## config.mk

```make
export PLATFORM = sky130hd
export DESIGN_NAME = adc_autoscan_sequencer
export DESIGN_NICKNAME = d
export VERILOG_FILES = /design/src/inc/adc_scan_pkg.sv /design/src/core/adc_autoscan_sequencer.sv
export SDC_FILE = /design/constraint.sdc
export NUM_CORES = 1
export LEC_CHECK = 0
export ABC_CLOCK_PERIOD_IN_PS = 3020
export BUFFER_PORTS_ARGS = -buffer_cell sky130_fd_sc_hd__buf_2
export CAP_MARGIN = 20
export CORE_MARGIN = 2
export CORE_UTILIZATION = 35
export CTS_CLUSTER_SIZE = 8
export DETAILED_ROUTE_END_ITERATION = 10
export SLEW_MARGIN = 20
export SYNTH_ARGS = -nofsm -noshare
export SYNTH_HDL_FRONTEND = slang
export SYNTH_SLANG_ARGS = --single-unit
```

## constraint.sdc

```tcl
create_clock -name mclk -period 3.02 [get_ports mclk]
set_clock_uncertainty 0.15 [all_clocks]
set_input_delay 0.604 -clock mclk [delete_from_list [all_inputs] [get_ports mclk]]
set_output_delay 0.604 -clock mclk [all_outputs]
set_load 0.005 [all_outputs]
```

## src/inc/adc_scan_pkg.sv

```systemverilog
package adc_scan_pkg;

	////////////////////////////////////////////////////////////////////////////
	// register addresses on the special function register port
	localparam logic [7:0] ADDR_PIN_IN    = 8'hC7;
	localparam logic [7:0] ADDR_RES_LOW0  = 8'hC8; // eight low bytes, C8..CF
	localparam logic [7:0] ADDR_RES_HIGH  = 8'hD6;
	localparam logic [7:0] ADDR_CTRL      = 8'hD7;
	localparam logic [7:0] ADDR_SCAN_SEL  = 8'hE7;

	// reset values
	localparam logic [7:0] CTRL_RESET     = 8'h00;
	localparam logic [7:0] SCAN_SEL_RESET = 8'h00;
	localparam logic [7:0] RDATA_RESET    = 8'h00;

	////////////////////////////////////////////////////////////////////////////
	// timing: oscillator periods per machine cycle, converter bit periods
	localparam int         OSC_PER_MC     = 12;
	localparam logic [3:0] MC_DIV_LAST    = 4'(OSC_PER_MC - 1);
	localparam logic [3:0] SAMPLE_TICKS   = 4'h2;
	localparam logic [3:0] BIT_TICKS      = 4'hA;
	localparam logic [3:0] CONV_TICK_LAST = 4'(SAMPLE_TICKS + BIT_TICKS - 4'h1);

	////////////////////////////////////////////////////////////////////////////
	// control register layout, bit 7 down to bit 0
	typedef struct packed {
		logic [1:0] prescale;   // 00:/2 01:/4 10:/6 11:/8
		logic       reserved;   // reads zero
		logic       done;       // scan_done_flag
		logic       start;      // start_status_flag
		logic       cont;       // continuous_scan_select
		logic       rise_en;    // ext_rising_start_enable
		logic       fall_en;    // ext_falling_start_enable
	} ctrl_t;

	// request from the cpu side
	typedef struct packed {
		logic [7:0] addr;
		logic       wr;
		logic       rd;
		logic [7:0] wdata;
	} sfr_req_t;

	// steering toward the analog core
	typedef struct packed {
		logic [2:0] channel;
		logic       sample;
		logic       convert;
		logic       clk_en;
		logic       store;
	} ana_ctrl_t;

	typedef enum logic [4:0] {
		ST_IDLE  = 5'b00001,
		ST_ALIGN = 5'b00010,
		ST_CONV  = 5'b00100,
		ST_STORE = 5'b01000,
		ST_INIT  = 5'b10000
	} scan_state_t;

endpackage : adc_scan_pkg

```

## src/core/adc_autoscan_sequencer.sv

```systemverilog
`timescale 1ns/1ps
// Behaviour
// - no start while scan select is zero
// - scan select change applies next loop
// - low byte read latches top two bits
// - upper six high bits read zero
// - result registers survive reset
// - reset zeroes control and scan select
// - pin port reads live levels, no reset
// - low power aborts, clears start, halts clock
// - low power leaves done flag alone
// - two-bit prescaler selects divisor m
// - conversion lasts 6m+1 machine cycles
// - two sample, ten bit, one store
// - conversions in loop spaced 7m cycles
// - first sample waits for divided clock
// - ascending scan over set bits only
// - result goes to its channel buffer
// - start by software or selected pin edges
// - done set at loop end, software clears
// - start held pending while done set
// - prescaler codes map to 2,4,6,8
// - starts ignored while running, clear aborts
// - writing one to done does nothing
module adc_autoscan_sequencer
	import adc_scan_pkg::*;
(
	input  wire logic       mclk,
	input  wire logic       arst_n,
	input  wire sfr_req_t   sfr_req,
	output logic      [7:0] sfr_rdata,
	input  wire logic       low_power,
	input  wire logic       irq_enable,
	input  wire logic       ext_start_input,
	input  wire logic [7:0] ana_pin_level,
	input  wire logic [9:0] ana_result,
	output ana_ctrl_t       ana_ctrl,
	output logic            adc_irq
);

	////////////////////////////////////////////////////////////////////////////
	// declarations
	logic [1:0]  prescale_q;
	logic        cont_q;
	logic        rise_en_q;
	logic        fall_en_q;
	logic        done_q;
	logic        start_q;
	logic        pending_q;
	logic [7:0]  scan_sel_q;
	logic        ext_q;
	logic [3:0]  mc_cnt_q;
	logic [1:0]  half_cnt_q;
	scan_state_t state_q;
	logic [2:0]  ch_q;
	logic [7:0]  loop_sel_q;
	logic [3:0]  cnt_q;
	logic [9:0]  res_q [8];
	logic [1:0]  hi_q;
	logic [7:0]  pin_q;
	logic [7:0]  rdata_q;

	ctrl_t       wctrl;
	ctrl_t       rctrl;
	logic        wr_ctrl;
	logic        wr_sel;
	logic        rd_low;
	logic [2:0]  rd_idx;
	logic        ext_edge;
	logic        start_req;
	logic        launch;
	logic        abort;
	logic        mc_en;
	logic        tick;
	logic [3:0]  init_last;
	logic [3:0]  first_ch;
	logic [3:0]  next_ch;
	logic        store_evt;
	logic        last_store;
	logic        loop_stop;

	// lowest set bit at or above 'from' (incl) or strictly above it
	function automatic logic [3:0] next_set(input logic [7:0] set, input logic [2:0] from,
		input logic incl);
		logic [3:0] r;
		r = 4'h0;
		for (int i = 7; i >= 0; i--) begin
			if (set[i] && ((i > int'(from)) || (incl && i == int'(from)))) begin
				r = {1'b1, 3'(i)};
			end
		end
		return r;
	endfunction : next_set

	////////////////////////////////////////////////////////////////////////////
	// register port decode
	assign wctrl   = ctrl_t'(sfr_req.wdata);
	assign wr_ctrl = sfr_req.wr && sfr_req.addr == ADDR_CTRL;
	assign wr_sel  = sfr_req.wr && sfr_req.addr == ADDR_SCAN_SEL;
	assign rd_low  = sfr_req.rd && sfr_req.addr[7:3] == ADDR_RES_LOW0[7:3];
	assign rd_idx  = sfr_req.addr[2:0];

	// external pin edges, pin is synchronous to mclk
	assign ext_edge  = (ext_start_input && !ext_q && rise_en_q) ||
	                   (!ext_start_input && ext_q && fall_en_q);
	assign start_req = (wr_ctrl && wctrl.start) || ext_edge;

	// a start only fires once done is clear and channels exist
	assign launch = pending_q && !done_q && !start_q && !low_power &&
	                state_q == ST_IDLE && scan_sel_q != 8'h00;
	assign abort  = low_power || (wr_ctrl && !wctrl.start && start_q);

	////////////////////////////////////////////////////////////////////////////
	// control fields, cleared by reset
	always_ff @(posedge mclk or negedge arst_n) begin
		if (!arst_n) begin
			{prescale_q, cont_q, rise_en_q, fall_en_q} <= '0;
			scan_sel_q <= SCAN_SEL_RESET;
			ext_q      <= 1'b0;
		end else begin
			ext_q <= ext_start_input;
			if (wr_ctrl) begin
				prescale_q <= wctrl.prescale;
				cont_q     <= wctrl.cont;
				rise_en_q  <= wctrl.rise_en;
				fall_en_q  <= wctrl.fall_en;
			end
			if (wr_sel) begin
				scan_sel_q <= sfr_req.wdata;
			end
		end
	end

	// done flag: set wins over software clear; writing one is ignored
	always_ff @(posedge mclk or negedge arst_n) begin
		if (!arst_n) begin
			done_q <= CTRL_RESET[4];
		end else if (last_store) begin
			done_q <= 1'b1;
		end else if (wr_ctrl && !wctrl.done) begin
			done_q <= 1'b0;
		end
	end

	// start request latch; a read-modify-write of zero never cancels it
	always_ff @(posedge mclk or negedge arst_n) begin
		if (!arst_n) begin
			pending_q <= 1'b0;
		end else if (low_power || launch) begin
			pending_q <= 1'b0;
		end else if (start_req && !start_q) begin
			pending_q <= 1'b1;
		end else if (!done_q && scan_sel_q == 8'h00) begin
			pending_q <= 1'b0;
		end
	end

	// effective start/status flag
	always_ff @(posedge mclk or negedge arst_n) begin
		if (!arst_n) begin
			start_q <= CTRL_RESET[3];
		end else if (abort || (last_store && loop_stop)) begin
			start_q <= 1'b0;
		end else if (launch) begin
			start_q <= 1'b1;
		end
	end

	////////////////////////////////////////////////////////////////////////////
	// machine cycle and converter clock dividers, frozen in low power
	assign mc_en     = mc_cnt_q == MC_DIV_LAST && !low_power;
	// >= so a smaller new prescale never waits for the half counter to wrap
	assign tick      = mc_en && half_cnt_q >= prescale_q;
	assign init_last = {1'b0, prescale_q, 1'b0};                          // m-2

	always_ff @(posedge mclk or negedge arst_n) begin
		if (!arst_n) begin
			mc_cnt_q   <= 4'h0;
			half_cnt_q <= 2'h0;
		end else if (!low_power) begin
			mc_cnt_q <= (mc_cnt_q == MC_DIV_LAST) ? 4'h0 : mc_cnt_q + 4'h1;
			if (tick) begin
				half_cnt_q <= 2'h0;
			end else if (mc_en) begin
				half_cnt_q <= half_cnt_q + 2'h1;
			end
		end
	end

	////////////////////////////////////////////////////////////////////////////
	// autoscan sequencer
	assign first_ch   = next_set(scan_sel_q, 3'h0, 1'b1);
	assign next_ch    = next_set(loop_sel_q, ch_q, 1'b0);
	assign store_evt  = state_q == ST_STORE && mc_en && !abort;
	assign last_store = store_evt && !next_ch[3];
	assign loop_stop  = !cont_q || scan_sel_q == 8'h00;

	always_ff @(posedge mclk or negedge arst_n) begin
		if (!arst_n) begin
			state_q    <= ST_IDLE;
			ch_q       <= 3'h0;
			loop_sel_q <= 8'h00;
			cnt_q      <= 4'h0;
		end else if (abort) begin
			state_q <= ST_IDLE;
		end else begin
			case (state_q)
				ST_IDLE: begin
					if (launch) begin
						loop_sel_q <= scan_sel_q;
						ch_q       <= first_ch[2:0];
						state_q    <= ST_ALIGN;
					end
				end
				ST_ALIGN: begin
					// sampling begins on a divided clock edge
					if (tick) begin
						cnt_q   <= 4'h0;
						state_q <= ST_CONV;
					end
				end
				ST_CONV: begin
					if (tick) begin
						if (cnt_q == CONV_TICK_LAST) begin
							state_q <= ST_STORE;
						end else begin
							cnt_q <= cnt_q + 4'h1;
						end
					end
				end
				ST_STORE: begin
					if (mc_en) begin
						cnt_q <= 4'h0;
						if (next_ch[3]) begin
							ch_q    <= next_ch[2:0];
							state_q <= ST_INIT;
						end else if (!loop_stop) begin
							loop_sel_q <= scan_sel_q;
							ch_q       <= first_ch[2:0];
							state_q    <= ST_INIT;
						end else begin
							state_q <= ST_IDLE;
						end
					end
				end
				ST_INIT: begin
					// m-1 cycles here plus store keeps the 7m pitch
					if (mc_en) begin
						if (cnt_q == init_last) begin
							cnt_q   <= 4'h0;
							state_q <= ST_CONV;
						end else begin
							cnt_q <= cnt_q + 4'h1;
						end
					end
				end
				default: begin
					state_q <= ST_IDLE;
				end
			endcase
		end
	end

	////////////////////////////////////////////////////////////////////////////
	// result buffers and upper-bit latch, deliberately without reset
	always_ff @(posedge mclk) begin
		if (store_evt) begin
			res_q[ch_q] <= ana_result;
		end
	end

	always_ff @(posedge mclk) begin
		if (rd_low) begin
			hi_q <= res_q[rd_idx][9:8];
		end
	end

	// pin levels follow the pins, untouched by reset
	always_ff @(posedge mclk) begin
		pin_q <= ana_pin_level;
	end

	////////////////////////////////////////////////////////////////////////////
	// read data, registered; unmapped addresses read zero
	always_comb begin
		rctrl          = '0;
		rctrl.prescale = prescale_q;
		rctrl.done     = done_q;
		rctrl.start    = start_q;
		rctrl.cont     = cont_q;
		rctrl.rise_en  = rise_en_q;
		rctrl.fall_en  = fall_en_q;
	end

	always_ff @(posedge mclk or negedge arst_n) begin
		if (!arst_n) begin
			rdata_q <= RDATA_RESET;
		end else if (sfr_req.rd) begin
			if (rd_low) begin
				rdata_q <= res_q[rd_idx][7:0];
			end else begin
				case (sfr_req.addr)
					ADDR_CTRL:     rdata_q <= rctrl;
					ADDR_SCAN_SEL: rdata_q <= scan_sel_q;
					ADDR_RES_HIGH: rdata_q <= {6'h00, hi_q};
					ADDR_PIN_IN:   rdata_q <= pin_q;
					default:       rdata_q <= 8'h00;
				endcase
			end
		end
	end

	////////////////////////////////////////////////////////////////////////////
	// outputs
	assign sfr_rdata        = rdata_q;
	assign ana_ctrl.channel = ch_q;
	assign ana_ctrl.sample  = state_q == ST_CONV && cnt_q < SAMPLE_TICKS;
	assign ana_ctrl.convert = state_q == ST_CONV && cnt_q >= SAMPLE_TICKS;
	assign ana_ctrl.clk_en  = state_q == ST_CONV && tick;
	assign ana_ctrl.store   = state_q == ST_STORE;
	assign adc_irq          = done_q && irq_enable;

endmodule : adc_autoscan_sequencer

```

Word level (Yosys, flattened, before mapping) --
Memories as Yosys holds them, arrays and structs flattened. Index checks and enable logic that the tools add are counted.
Word-level totals: latch bits 0, bits in writable memories 80, output and inout port bits 16, flip-flop bits (word level) 61, input bits 41, ROM bits 0, logic and storage cells 184, memories kept 1
Memory list:
- res_q | words 8, width 10, read ports 1, clocked after memory_dff 0, wr ports 1, RTL line adc_autoscan_sequencer.sv:58 | logic [9:0] res_q [8];
Operators by class: reductions and logical operators 64, bitwise logic cells 2, multiply operators 0, muxes and demuxes 57, $lt $le $gt $ge 10, divide/modulo/power cells 0, equality and inequality tests 29, shift operators 0, add/sub/neg operators 3
Operators by type and width (number):
- $mux 4 | 14
- $mux 5 | 10
- $mux 8 | 5
- $mux 3 | 12
- $logic_and 1x1->1 | 35
- $eq 8x8->1 const B | 4
- $pmux 8 s4 | 1
- $pmux 5 s5 | 1
- $ne 3x3->1 const B | 7
- $pmux 4 s4 | 1
- $pmux 8 s2 | 1
- $ne 2x2->1 const B | 7
- $reduce_and 7->1 | 2
- $gt 3x3->1 const A | 4
- $eq 5x5->1 const B | 2
- $logic_not 1->1 | 10
- $mux 1 | 9
- $add 4x1->4 const B | 2
- $eq 4x4->1 const B | 2
- $logic_not 8->1 | 1
- $reduce_bool 2->1 | 4
- $reduce_bool 8->1 | 1
- $gt 2x3->1 const A | 2
- $logic_or 1x1->1 | 6
- 20 further kinds | 22

Depth between registers and ports, before layout --
depth in word-level cells 14, gate-level depth with buffers 8, gate-level depth less buffers 8

Least setup slack after synthesis --
OpenSTA, ideal clock, no wires.
path type in2reg, start point in low_power, end point mem res_q[4][0], enable pin, arrival 2.587 ns, stages 6, buffers on the path 1, data required time 2.462 ns, setup time 0.408 ns, slack -0.124 ns, cells stage by stage buf_6 nor2b_1 nand3_1 nor2_1 o31ai_1 nor4b_1
On the way: longest elaborated chain between the ends 6, elaborated cells on any way between the ends 8, classes of those cells 2 x mux; 6 x reduce/logical
RTL lines:
- start: declaration | RTL line adc_autoscan_sequencer.sv:32 | input wire logic low_power,
- $logic_not 1->1
- $logic_and 1x1->1 | RTL line adc_autoscan_sequencer.sv:171 | assign mc_en = mc_cnt_q == MC_DIV_LAST && !low_power;
- $logic_and 1x1->1 | RTL line adc_autoscan_sequencer.sv:194 | assign store_evt = state_q == ST_STORE && mc_en && !abort;
- $logic_and 1x1->1 (*) | RTL line adc_autoscan_sequencer.sv:194
- $mux 1 (*) | RTL line adc_autoscan_sequencer.sv:267 | if (store_evt) begin
- $mux 1 (not written as such) (*) | RTL line adc_autoscan_sequencer.sv:268 | res_q[ch_q] <= ana_result;
- end: declaration | RTL line adc_autoscan_sequencer.sv:58
Mark *: on every way between the ends. The rest lies on a longest branch, timed or not.

==> PnR_summary.wiki <==
{| class="wikitable"
! Metric !! Value
|-
| Layout cell share with drive strength beyond 1 || 34.3%
|-
| TritonCTS clock tree || yes
|-
| Worst Setup Start Kind || flop
|-
| Share of synthesized flip-flops with an asynchronous set or reset || 35.7%
|-
| Number of instances in the synthesized netlist || 439
|-
| Result of the run || completed
|-
| Overall power of the completed layout || 4.87 mW
|-
| Largest net degree at the start of global routing || 33
|-
| Slowest CP cell || sky130_fd_sc_hd__dfrtp_1
|-
| Post-synthesis share of cell area spent on and, or, nand and nor gates || 10.0%
|-
| Count of state elements after synthesis || 140
|-
| Buf+Inv Stages, Crit Path || 1
|-
| Setup_tns || 0 ns
|-
| Number of search-and-repair iterations in the first detailed-routing pass || 5
|-
| Synth Area in Adders || 0.990%
|-
| Buffer cell driving the clock tree root || sky130_fd_sc_hd__clkbuf_16
|-
| Transition time at the pin with the least slew margin || 0.944 ns
|-
| Most used DFF post-synth || sky130_fd_sc_hd__edfxtp_1
|-
| Slack of the critical path || 0.347 ns
|-
| Post-layout minimum cycle time || 2.67 ns
|-
| Die extent in y || 138 µm
|-
| All-Layer GR Usage || 16.5%
|-
| Total I/O pin count || 57
|-
| Nets || 569
|-
| Cell depth of the worst flop-to-flop path || 8
|-
| Diodes inserted || 0
|-
| Pre-CTS worst setup slack || 0.339 ns
|-
| Peak supply drop || 451 µV
|-
| CP Class || flop to output port
|-
| Depth of the critical timing path with buffers and inverters included || 5
|-
| Arrival time at the worst endpoint || 1.92 ns
|-
| Capture point of the worst path || ana_ctrl[1]
|-
| Class of the worst hold path || primary input to async pin
|-
| Timing startpoint of the critical path || mc_cnt_q[0]$_DFFE_PN0N_
|-
| Max Clock Freq || 374 MHz
|-
| Cell Area, Placed || 7010 µm²
|-
| Routed via count divided by cell count || 5.38
|-
| Estimated wirelength of the detail-placed design || 10,800 µm
|-
| Cell type contributing the most total cell area after synthesis || sky130_fd_sc_hd__edfxtp_1
|-
| Via Count || 4,119
|-
| Cells after DPL || 733
|-
| Synth Area per Inst || 14.4 µm²
|-
| Global-route wire length before repair || 24,100 µm
|-
| Total Die Area || 19,100 µm²
|-
| Count of max-cap constraint violations || 0
|-
| Netlist cell types || 67
|-
| Synth top area cells || sky130_fd_sc_hd__edfxtp_1 (39%), sky130_fd_sc_hd__dfrtp_1 (19%), sky130_fd_sc_hd__mux4_2 (7.1%), sky130_fd_sc_hd__mux2_2 (5.0%), sky130_fd_sc_hd__dfxtp_1 (2.5%)
|-
| Worst path required time || 2.27 ns
|-
| Count of buffers from port buffering || 56
|-
| Layout area overhead || 21.2%
|-
| Resized Gates After CTS || 0
|-
| Final worst path period share || 88.5%
|-
| DRC violation count after routing || 0
|-
| Antenna violations before repair || 0
|-
| DR WL/cell || 19.7 µm
|-
| Number of non-filler instances in the completed layout || 765
|-
| Number of enable flip-flop cells after synthesis || 82
|-
| H-tree lvl count || 4
|-
| Post-CTS Hold Buffers || 0
|-
| Proportion of synthesized area in mux cells || 15.8%
|-
| Leak Pwr || 3.01 nW
|-
| Max-slew violation count || 0
|-
| Synthesized-area fraction occupied by xor and xnor cells || 0.693%
|-
| Sequential fraction of the synthesis area || 61.3%
|-
| Number of nets with antenna violations after routing || 0
|-
| Finish-stage setup viols || 0
|-
| Critical R2R Capture || res_q[4][7]$_DFFE_PP_
|-
| Number of rows created at floorplan || 49
|-
| Total Routed Length || 15,100 µm
|-
| CTS sink count || 140
|-
| Synthesized net count || 485
|-
| Die width || 138 µm
|-
| Post-route cell area || 7660 µm²
|-
| Final weighted congestion of routability-driven global placement || 0.868
|-
| Clock insertion delay at the later pin of the skew report || 0.42 ns
|-
| Share of Yosys cell area claimed by the top area cell type || 39.0%
|-
| Cell type group with the largest total delay on the critical path || simple AND/OR/NAND/NOR gates
|-
| RSZ-0062 raised after global routing || no
|-
| Buffer levels on the longest clock path || 2
|-
| Initial core utilization || 35.4%
|-
| Combinational family with the most area after synthesis || multiplexers
|-
| Yosys Warn Count || 0
|-
| Number of design-rule violations left by the first detailed-router iteration || 259
|-
| Clock-pin slew reported for the worst setup and hold paths after clock tree synthesis || 0.06 ns
|-
| Critical Path, Cell by Cell || ha_1 > nor2b_1 > nand3_1 > nor3_1 > buf_2
|-
| Post-synth design cell area || 6320 µm²
|-
| CP Capture Type || output port
|-
| Total power density per cell area || 636 nW/µm²
|-
| Share of the core filled with cells || 42.9%
|-
| Worst hold margin || 0.102 ns
|-
| Longest individual stage delay on the worst path || 0.38 ns
|-
| TritonCTS buffer count || 17
|-
| Remaining global-route overflow || 0
|-
| Startpoint of the worst register-to-register path || mc_cnt_q[0]$_DFFE_PN0N_
|-
| Relative slew slack || 36.5%
|-
| Via count of the first global-routing pass || 4,224
|-
| Max FO, Critical Path || 7
|-
| Reg2Reg Setup Slack || 0.45 ns
|-
| Fraction of the mapped netlist area in compound gates || 9.25%
|-
| Count of filler cells inserted in the layout || 1,613
|-
| Core ar. || 17,800 µm²
|-
| Number of hold violations in the final report || 0
|-
| Number of setup buffers added after CTS || 0
|}
-- kinds of logic (layout without fill, tap and decap cells) --
group,after synthesis,count (layout)
fa+ha+maj,5,5
xor+xnor,5,5
mux,68,68
compound gates,79,79
buf+inv,28,125
simple gates,114,114
flops,140,140
-- worst min path at each step --
stage | startpoint | endpoint | slack, ns | cells after the start
after floorplan | arst_n | ch_q[0]$_DFFE_PN0P_ | 0.16 | 0
after global placement | half_cnt_q[0]$_DFFE_PN0P_ | half_cnt_q[0]$_DFFE_PN0P_ | 0.33 | 1
after detailed placement | sfr_rdata[0]$_DFFE_PN0P_ | sfr_rdata[0]$_DFFE_PN0P_ | 0.33 | 1
after CTS | arst_n | cnt_q[1]$_DFFE_PN0P_ | 0.11 | 1
after global routing | ana_pin_level[3] | pin_q[3]$_DFF_P_ | 0.10 | 1
final | arst_n | cnt_q[0]$_DFFE_PN0P_ | 0.10 | 1
-- flip-flops by register name, indices dropped and copies added, names as in the netlist, 2 cells and up --
signal and count:
state_q 5, ch_q 3, prescale_q 2, hi_q 2, loop_sel_q 7, res_q 80
pin_q 8, mc_cnt_q 4, cnt_q 4, scan_sel_q 8, half_cnt_q 2, sfr_rdata 8
-- area by class of cell --
class	instances	area (µm²)	area share, %
clock buffer	17	425	5.56
clock inverter	15	220	2.88
inverter	12	45.0	0.588
multi-input combinational	271	2340	30.5
sequential	140	3870	50.6
tap	229	287	3.74
timing repair buffer	81	468	6.11
-- worst reg2reg max path: stages (launching register included) --
cell and delay [ns]:
sky130_fd_sc_hd__dfrtp_1 0.38, sky130_fd_sc_hd__ha_1 0.20, sky130_fd_sc_hd__nor2b_1 0.21, sky130_fd_sc_hd__nand3_1 0.27, sky130_fd_sc_hd__nor2_1 0.27, sky130_fd_sc_hd__o31ai_1 0.12, sky130_fd_sc_hd__buf_4 0.17, sky130_fd_sc_hd__nor4b_2 0.25
sky130_fd_sc_hd__buf_4 0.25
-- cells in the final DEF, fill, tap and decap left out, types with 6 or more instances in the layout --
| master | n |
|---|---|
| sky130_fd_sc_hd__nor3b_1 | 6 |
| sky130_fd_sc_hd__buf_4 | 25 |
| sky130_fd_sc_hd__mux2_4 | 7 |
| sky130_fd_sc_hd__dfxtp_1 | 8 |
| sky130_fd_sc_hd__o31ai_1 | 6 |
| sky130_fd_sc_hd__o21ai_0 | 15 |
| sky130_fd_sc_hd__edfxtp_1 | 82 |
| sky130_fd_sc_hd__mux2i_1 | 13 |
| sky130_fd_sc_hd__nor2_1 | 22 |
| sky130_fd_sc_hd__nand2_1 | 24 |
| sky130_fd_sc_hd__dfrtp_1 | 49 |
| sky130_fd_sc_hd__nor2b_1 | 11 |
| sky130_fd_sc_hd__mux4_2 | 20 |
| sky130_fd_sc_hd__a21oi_1 | 14 |
| sky130_fd_sc_hd__clkbuf_16 | 17 |
| sky130_fd_sc_hd__inv_6 | 6 |
| sky130_fd_sc_hd__mux2_2 | 28 |
| sky130_fd_sc_hd__buf_2 | 56 |
| sky130_fd_sc_hd__inv_1 | 12 |
| sky130_fd_sc_hd__nor3_1 | 14 |
-- cell usage after synthesis, types with 7 or more instances --
cell type	number
sky130_fd_sc_hd__mux4_2	20
sky130_fd_sc_hd__inv_1	12
sky130_fd_sc_hd__o21ai_0	15
sky130_fd_sc_hd__nand2_1	24
sky130_fd_sc_hd__a21oi_1	14
sky130_fd_sc_hd__nor2b_1	11
sky130_fd_sc_hd__edfxtp_1	82
sky130_fd_sc_hd__mux2_4	7
sky130_fd_sc_hd__mux2_2	28
sky130_fd_sc_hd__nor3_1	14
sky130_fd_sc_hd__dfxtp_1	8
sky130_fd_sc_hd__dfrtp_1	49
sky130_fd_sc_hd__nor2_1	22
sky130_fd_sc_hd__clkbuf_1	9
sky130_fd_sc_hd__mux2i_1	13
-- power breakdown --
| part | internal (mW) | total (mW) | switching [mW] |
|---|---|---|---|
| Clock | 1.35 | 2.26 | 0.912 |
| Combinational | 0.196 | 0.433 | 0.237 |
| Sequential | 2.09 | 2.17 | 0.0802 |
| Total | 3.64 | 4.87 | 1.23 |
-- layer usage --
metal	global-route usage, %	vias up	wire (µm)
li1	-	1881	-
met1	20.9	2093	6330
met2	26.7	122	7550
met3	4.23	23	773
met4	7.30	0	419
met5	0	-	0
Note: power is estimated with default switching activity, not from simulation.
